`src/include/tbo_pkg.sv`:
```
// package for the 10 Mb/s operations register block
package tbo_pkg;
  localparam int unsigned REG_W          = 16;
  localparam logic [4:0]  REG_ADDR       = 5'h12;
  localparam int unsigned BIT_RJAB       = 15;
  localparam int unsigned BIT_POLREV     = 14;
  localparam int unsigned BIT_JAB_INH    = 5;
  localparam int unsigned BIT_RSVD_ONE   = 4;
  localparam int unsigned BIT_APOL_INH   = 3;
  localparam int unsigned BIT_SQE_INH    = 2;
  localparam int unsigned BIT_LINK_INH   = 1;
  localparam int unsigned BIT_SQL_INH    = 0;
  localparam logic [4:0]  CTRL_RESET     = 5'h00;
  // sqe test pulse timing
  localparam int unsigned CLK_PERIOD_NS  = 5;
  localparam int unsigned SQE_DELAY_NS   = 1000;
  localparam int unsigned SQE_WIDTH_NS   = 1000;
  localparam int unsigned SQE_DELAY_CYC  = (SQE_DELAY_NS + CLK_PERIOD_NS - 1) / CLK_PERIOD_NS;
  localparam int unsigned SQE_WIDTH_CYC  = (SQE_WIDTH_NS + CLK_PERIOD_NS - 1) / CLK_PERIOD_NS;
  localparam int unsigned SQE_CNT_W      = 10;

  // controls handed to the 10 Mb/s transmit and receive logic
  typedef struct packed {
    logic jabber_check_en;
    logic auto_polarity_en;
    logic sqe_test_en;
    logic link_force_pass;
    logic squelch_need_idle;
  } tbo_ctrl_t;

  // events from the 10 Mb/s logic
  typedef struct packed {
    logic remote_jabber;
    logic polarity_reversed;
  } tbo_evt_t;

  typedef enum logic [1:0] {
    SQE_IDLE  = 2'b00,
    SQE_WAIT  = 2'b01,
    SQE_PULSE = 2'b11
  } tbo_sqe_state_t;
endpackage

```
`src/hw/tbo_sync.sv`:
```
// three-flop synchroniser with agreement filter for pin-side inputs
`timescale 1ns/1ps
module tbo_sync #(
  parameter int unsigned W = 1
) (
  input  wire logic         clk_i,
  input  wire logic         rst_i,
  input  wire logic [W-1:0] d_i,
  output logic      [W-1:0] q_o
);
  logic [W-1:0] s1_reg;
  logic [W-1:0] s2_reg;
  logic [W-1:0] s3_reg;

  always_ff @(posedge clk_i or posedge rst_i) begin
    if (rst_i) begin
      s1_reg <= '0;
      s2_reg <= '0;
      s3_reg <= '0;
    end else begin
      s1_reg <= d_i;
      s2_reg <= s1_reg;
      s3_reg <= s2_reg;
    end
  end

  // a bit moves only once the second and third stages agree
  for (genvar i = 0; i < W; i++) begin : g_bit
    always_ff @(posedge clk_i or posedge rst_i) begin
      if (rst_i) begin
        q_o[i] <= 1'b0;
      end else if (s2_reg[i] == s3_reg[i]) begin
        q_o[i] <= s3_reg[i];
      end
    end
  end
endmodule

```
`src/hw/tbo_regs.sv`:
```
// 10 Mb/s operations control and status register with sqe test pulse
//
// What this block does
// - bit 15 latches remote jabber seen on receive; read or reset clears it.
// - remote jabber only sets the status bit, no other port action.
// - bit 14 latches high when receive pair polarity is reversed.
// - operation continues normally regardless of receive polarity.
// - bit 5 set disables jabber checking during transmit; reset zero.
// - bit 3 set inhibits automatic receive polarity correction; reset zero.
// - bit 2 set disables sqe test generation; reset zero.
// - with sqe test enabled, pulse collision briefly after transmit enable falls.
// - sqe pulse suppressed in full duplex and repeater mode.
// - sqe inhibit bit reads back only what was written.
// - bit 1 set forces link integrity machine into link pass.
// - bit 0 set needs valid data then idle before link comes up.
`timescale 1ns/1ps
module tbo_regs
  import tbo_pkg::*;
#(
  parameter int unsigned SQE_DELAY = SQE_DELAY_CYC,
  parameter int unsigned SQE_WIDTH = SQE_WIDTH_CYC
) (
  // clock and reset
  input  wire logic                clk_i,
  input  wire logic                rst_i,
  // management register access
  input  wire logic [4:0]          reg_addr_i,
  input  wire logic                reg_wr_i,
  input  wire logic                reg_rd_i,
  input  wire logic [REG_W-1:0]    reg_wdata_i,
  output logic      [REG_W-1:0]    reg_rdata_o,
  output logic                     reg_rvalid_o,
  // 10 Mb/s logic side
  input  wire tbo_pkg::tbo_evt_t   evt_i,
  input  wire logic                tx_en_i,
  input  wire logic                full_duplex_i,
  input  wire logic                repeater_i,
  output tbo_pkg::tbo_ctrl_t       ctrl_o,
  output logic                     sqe_col_o
);
  import tbo_pkg::*;

  logic [4:0]         ctrl_reg;
  logic               rjab_reg;
  logic               polrev_reg;
  tbo_evt_t           evt_s;
  logic               tx_en_d_reg;
  tbo_sqe_state_t     sqe_reg;
  logic [SQE_CNT_W-1:0] cnt_reg;
  logic               hit_rd;
  logic               hit_wr;

  // event pins come from another clock region
  tbo_sync #(.W(2)) u_sync (
    .clk_i (clk_i),
    .rst_i (rst_i),
    .d_i   (evt_i),
    .q_o   (evt_s)
  );

  assign hit_rd = reg_rd_i && (reg_addr_i == REG_ADDR);
  assign hit_wr = reg_wr_i && (reg_addr_i == REG_ADDR);

  // control bits; reserved bits are not stored, manager must write defaults
  always_ff @(posedge clk_i or posedge rst_i) begin
    if (rst_i) begin
      ctrl_reg <= CTRL_RESET;
    end else if (hit_wr) begin
      ctrl_reg <= {reg_wdata_i[BIT_JAB_INH], reg_wdata_i[BIT_APOL_INH],
                   reg_wdata_i[BIT_SQE_INH], reg_wdata_i[BIT_LINK_INH],
                   reg_wdata_i[BIT_SQL_INH]};
    end
  end

  // latching-high status; set wins over the read clear
  always_ff @(posedge clk_i or posedge rst_i) begin
    if (rst_i) begin
      rjab_reg   <= 1'b0;
      polrev_reg <= 1'b0;
    end else begin
      rjab_reg   <= evt_s.remote_jabber | (rjab_reg & ~hit_rd);
      polrev_reg <= evt_s.polarity_reversed | (polrev_reg & ~hit_rd);
    end
  end

  // read data registered; clear and capture happen on the same edge
  always_ff @(posedge clk_i or posedge rst_i) begin
    if (rst_i) begin
      reg_rdata_o  <= '0;
      reg_rvalid_o <= 1'b0;
    end else begin
      reg_rvalid_o <= hit_rd;
      if (hit_rd) begin
        reg_rdata_o               <= '0;
        reg_rdata_o[BIT_RJAB]     <= rjab_reg;
        reg_rdata_o[BIT_POLREV]   <= polrev_reg;
        reg_rdata_o[BIT_JAB_INH]  <= ctrl_reg[4];
        reg_rdata_o[BIT_RSVD_ONE] <= 1'b1;
        reg_rdata_o[BIT_APOL_INH] <= ctrl_reg[3];
        reg_rdata_o[BIT_SQE_INH]  <= ctrl_reg[2];
        reg_rdata_o[BIT_LINK_INH] <= ctrl_reg[1];
        reg_rdata_o[BIT_SQL_INH]  <= ctrl_reg[0];
      end
    end
  end

  // controls out; polarity enable goes only to the 10 Mb/s logic and never stops traffic
  always_ff @(posedge clk_i or posedge rst_i) begin
    if (rst_i) begin
      ctrl_o <= '{jabber_check_en: 1'b1, auto_polarity_en: 1'b1, sqe_test_en: 1'b1,
                  link_force_pass: 1'b0, squelch_need_idle: 1'b0};
    end else begin
      ctrl_o.jabber_check_en   <= ~ctrl_reg[4];
      ctrl_o.auto_polarity_en  <= ~ctrl_reg[3];
      ctrl_o.sqe_test_en       <= ~ctrl_reg[2] & ~full_duplex_i & ~repeater_i;
      ctrl_o.link_force_pass   <= ctrl_reg[1];
      ctrl_o.squelch_need_idle <= ctrl_reg[0];
    end
  end

  // tx_en is same-clock logic, no synchroniser
  always_ff @(posedge clk_i or posedge rst_i) begin
    if (rst_i) begin
      tx_en_d_reg <= 1'b0;
    end else begin
      tx_en_d_reg <= tx_en_i;
    end
  end

  // sqe test: wait after transmit end, then hold collision for the width
  always_ff @(posedge clk_i or posedge rst_i) begin
    if (rst_i) begin
      sqe_reg   <= SQE_IDLE;
      cnt_reg   <= '0;
      sqe_col_o <= 1'b0;
    end else begin
      unique case (sqe_reg)
        SQE_IDLE: begin
          sqe_col_o <= 1'b0;
          if (tx_en_d_reg && !tx_en_i && !ctrl_reg[2] && !full_duplex_i && !repeater_i) begin
            sqe_reg <= SQE_WAIT;
            cnt_reg <= SQE_CNT_W'(SQE_DELAY - 1);
          end
        end
        SQE_WAIT: begin
          if (tx_en_i || full_duplex_i || repeater_i) begin
            sqe_reg <= SQE_IDLE;
          end else if (cnt_reg == '0) begin
            sqe_reg   <= SQE_PULSE;
            sqe_col_o <= 1'b1;
            cnt_reg   <= SQE_CNT_W'(SQE_WIDTH - 1);
          end else begin
            cnt_reg <= cnt_reg - 1'b1;
          end
        end
        SQE_PULSE: begin
          if (cnt_reg == '0 || full_duplex_i || repeater_i) begin
            sqe_reg   <= SQE_IDLE;
            sqe_col_o <= 1'b0;
          end else begin
            cnt_reg <= cnt_reg - 1'b1;
          end
        end
        default: begin
          sqe_reg   <= SQE_IDLE;
          sqe_col_o <= 1'b0;
        end
      endcase
    end
  end
endmodule

```
`config.mk`:
```
export PLATFORM = sky130hd
export DESIGN_NAME = tbo_regs
export DESIGN_NICKNAME = d
export VERILOG_FILES = /design/src/include/tbo_pkg.sv /design/src/hw/tbo_sync.sv /design/src/hw/tbo_regs.sv
export SDC_FILE = /design/constraint.sdc
export NUM_CORES = 1
export LEC_CHECK = 0
export ABC_CLOCK_PERIOD_IN_PS = 3000
export BUFFER_PORTS_ARGS = -buffer_cell sky130_fd_sc_hd__buf_2
export CAP_MARGIN = 0
export CORE_MARGIN = 3
export CORE_UTILIZATION = 23
export CTS_CLUSTER_SIZE = 24
export DETAILED_ROUTE_END_ITERATION = 8
export PLACE_DENSITY = 0.43
export SYNTH_ARGS = -nofsm -noshare
export SYNTH_HDL_FRONTEND = slang
export SYNTH_SLANG_ARGS = --single-unit
```
`constraint.sdc`:
```
create_clock -name clk_i -period 3 [get_ports clk_i]
set_input_delay 0.75 -clock clk_i [delete_from_list [all_inputs] [get_ports clk_i]]
set_output_delay 0.75 -clock clk_i [all_outputs]
set_load 0.1 [all_outputs]
```
Yosys cells after proc, flatten, opt, wreduce, memory -nomap -nowiden
Cells that the tools add are included.

$add $sub $neg: 1. Equal/unequal tests: 11. Mux-type cells: 14. Bitwise operators: 12. Reduce and logical (&&, ||, !) cells: 20.

Operator list (number): two-way mux 10 bit (4); one-hot mux 10 bit (3 select lines) (1); logical NOT 10 bit (1); inequality test 2 bit (second input constant) (5); subtractor 10 x 1 -> 10 bit (second input constant) (1); two-way mux 2 bit (4); logical AND 1 bit (6); NOT 1 bit (6); one-hot mux 2 bit (3 select lines) (1); AND reduction 3 bit (2); equality test 5 bit (second input constant) (1); bitwise AND 1 bit (4); logical NOT 1 bit (4); logical OR 1 bit (4); AND reduction 4 bit (1); two-way mux 1 bit (3); inequality test 3 bit (second input constant) (1); nonzero test 3 bit (1); equality test 1 bit (2); equality test 2 x 1 -> 1 bit (second input constant) (1); equality test 2 bit (second input constant) (1); logical NOT 2 bit (1); bitwise OR 1 bit (2); one-hot mux 1 bit (2 select lines) (1).

Register bits: 43. Input port bits: 30. Output and inout bits: 23. Logic and storage cells: 77.

Longest topological paths before layout
Depth after elaboration: 7. Gate-level depth with buffers: 7. Mapped depth without buffers: 7.

Hierarchy
A second synthesis with hierarchy kept.

Cell total of the unflattened synthesis: 159. Area total of the unflattened synthesis: 1793.0 µm².

By module, submodules not included: tbo_regs (times used 1, cells an instance 148, area an instance 1566.5 µm², sequential area each 879.6 µm²); tbo_sync (times used 1, cells an instance 11, area an instance 226.5 µm², sequential area each 200.2 µm²).

Least setup slack after synthesis
Ideal clock, no wire load.

Path kind: register -> register. From: reg cnt_reg[0]. To: reg cnt_reg[4]. Arrival time: 1.993 ns. Data required time: 2.918 ns. Setup slack: 0.925 ns. Cell stages (with the launch flop): 8. Clock period less this slack: 2.075 ns. Cell sequence: dfrtp_1 > inv_1 > ha_1 > or4b_1 > o311ai_1 > and2_1 > inv_1 > a31oi_1.

Longest elaborated chain between the ends: 5. Elaborated cells on any way between the ends: 10. Those cells by class: add/sub (1); eq/ne (1); mux (4); reduce/logical (4).

Ends and longest elaborated chain: from (decl) (line tbo_regs.sv:49) `logic [SQE_CNT_W-1:0] cnt_reg;`; from (signal assigned) (line tbo_regs.sv:142) `cnt_reg <= SQE_CNT_W'(SQE_DELAY - 1);`; from (signal assigned) (line tbo_regs.sv:151) `cnt_reg <= SQE_CNT_W'(SQE_WIDTH - 1);`; from (signal assigned) (line tbo_regs.sv:153) `cnt_reg <= cnt_reg - 1'b1;`; parallel branches: the longest is 5 deep, another holds subtractor 10 x 1 -> 10 bit.

Several ways; the timed one is not identified. The select of a mux whose other input is x is not followed. A chain may end at the register's enable or synchronous reset.

Worst setup path in the final report
From: reg cnt_reg[0]. To: reg cnt_reg[3].

Same word-level chain as after synthesis.

==> out/results.ini <==
[run_status]
run_status=complete, no violations

[synthesis]
synth_edf_count=0
ys_warn_count=0
ys_top_cells_by_area=dfrtp_1 (55%), mux2_2 (6.2%), dfstp_2 (4.4%)
synth_seq_cells=43
syn-cell-area_mm2=0.00181
yosys.area.top_type=dfrtp_1
synth.distinct_cells=39
netlist_top_cells_count=dfrtp_1 (40), inv_1 (10), mux2_2 (10)
ys_seq_area_frac=0.598
syn_avg_cell_area_um2=11.8
synth_ff_type=dfrtp_1
synthArstFlopShare=1.00
synthMostInstantiatedCell=dfrtp_1
synth_top_area_share=0.554
synthCells=153

[global_routing]
grt_pass1_vias=1283
grt_max_degree=44
antenna_found_initial=0
grt_overflow=0
gr-usage-all-layers=0.0870
grt_pass1_wl_um=6080

[cells_and_area]
final_area_mm2=0.00215
multiInputGateArea_um2=639
area_growth_pct=18.8
fillers=802
layout-drive-gt1-share=0.298
post-route-util=0.288
diodes=0
largest_register_ffs=10
register_area_mm2=0.00108
fin_nets=222

[sta]
worstMarginPinSlew_ns=0.544
timing.final.ws_setup_ns=0.528
final.min_clock_period_ns=2.47
fin_crit_sh=0.824
rsz0062_at_grt=false
setup_viol=0
max_freq_ghz=0.405
fin_skew_ns=0.00652
hold_viol=0
maxSlewHeadroom=0.637
fin_tns_setup_ns=0
holdWs_ns=0.354
slew_violations=0

[worst_setup_path]
worstSetupPathType=reg2reg
critical_path_required_ns=3.22
startpoint=cnt_reg[0]
r2r-start=cnt_reg[0]
cpMaxStageDelayCell=or4b_1
arrival_ns=2.69
critPathCaptureType=register
crit_chain=inv_1 -> ha_1 -> or4b_1 -> o311ai_1 -> and2_1 -> inv_1 -> a31oi_1
worstSetupStartpointType=register
cp_max_fo=5
crit_path_frequent_cell=inv_1
max_stage_delay_ns=0.56

[placement]
place_hpwl_um=2510
io_buffers=33
dp_slack_ns=0.539
dpl-instance-area_mm2=0.00206
place.gp.congestion=0.747

[die]
die_y_um=94.6
coreArea_mm2=0.00745
ios=53
start_util=0.243
die-area_mm2=0.00895
die_x_um=94.6
placementRows=31

[pwr]
ir_drop_mv=0.192
power.density_mw_per_mm2=677
leakage_nw=0.968

[job]
drv_cap=0

[clocking]
cts_buffers=5
clock-root-buffer=clkbuf_8
h-tree-depth=2
clkSinkCount=43
cts.path.max_buffers=2
clk_pin_slew_ns=0.09
hold_buffers=0
clk_latency_ns=0.29
cts_tree=yes
post_cts_buffers=0
ctsResizeCount=0

[hold_path]
min-delay-start=u_sync.s1_reg[1]
hp-class=reg2reg

[detailed_routing]
routedWlPerCell_um=12.3
drc=0
ant_nets=0
viasPerCell=4.28
vias=1240
drt_first_iter_violations=39
drt-total-wl_um=3580
drt_pass1_iterations=4

cell usage in the layout, fill, tap and decap left out, types with 3 or more instances in the layout:
master	netlist	layout
conb_1	1	8
nand2_1	8	8
o31ai_1	5	5
o21ai_0	3	3
clkbuf_8	0	5
nor2_1	6	6
a21oi_1	3	3
a31oi_1	8	8
or4_1	3	3
buf_2	1	33
or3_1	3	3
nand2b_1	5	5
dfrtp_1	40	40
mux2_2	10	10
inv_1	10	9
nor3_1	5	5
dfstp_2	3	3
cells by family (layout without fill, tap and decap cells):
| group | after synthesis | count (layout) | synth area share |
|---|---|---|---|
| buf+inv | 22 | 53 | 0.0630 |
| compound gates | 30 | 30 | 0.117 |
| other cells | 1 | 8 | 0.00208 |
| fa+ha+maj | 4 | 4 | 0.0249 |
| mux | 10 | 10 | 0.0623 |
| simple gates | 43 | 43 | 0.133 |
| flops | 43 | 43 | 0.598 |
power by group:
part / switching (W) / internal (W) / total, W
logic: 0.000327 / 0.0000685 / 0.000395
registers: 0.0000454 / 0.000648 / 0.000693
clock network: 0.000200 / 0.000163 / 0.000363
total: 0.000572 / 0.000879 / 0.00145
critical path, delay by kind of cell, from the launching register on:
kind / cells / cell delay (ns)
AOI/OAI and AO/OA: 2 / 0.64
adders and majority gates: 1 / 0.20
DFF: 1 / 0.41
and+or+nand+nor: 2 / 0.86
buffers and inverters: 2 / 0.28
stage by stage:
| stage | cells | power, W |
|---|---|---|
| 2_1_floorplan | 160 | 0.00104 |
| 3_3_place_gp | 282 | 0.00110 |
| 3_5_place_dp | 282 | 0.00110 |
| 4_1_cts | 290 | 0.00148 |
| 5_1_grt | 290 | 0.00152 |
| 6_report | 290 | 0.00145 |
final timing paths:
path,slack [ns],depth (start not counted),end
worst max-delay path,0.53,7,cnt_reg[3]
worst min-delay path,0.35,0,u_sync.s2_reg[1]
worst max register to register,0.53,7,cnt_reg[3]
worst min register to register,0.35,0,u_sync.s2_reg[1]
max in group asynchronous,2.04,3,ctrl_o[2]
min in group asynchronous,0.57,3,u_sync.s2_reg[1]
per-layer routing:
layer	global-route usage	share of wire
met5	0	0
met4	0.0361	0.013
met3	0.0295	0.077
met2	0.139	0.45
met1	0.107	0.46
cell type report:
class | instances | share of cell area
Inverter | 10 | 0.0175
Timing Repair Buffer | 35 | 0.0840
Clock buffer | 6 | 0.0338
Tap cell | 99 | 0.0577
Multi-Input combinational cell | 95 | 0.298
Clock inverter | 2 | 0.00583
Sequential cell | 43 | 0.503
(Power assumes the default switching activity.)
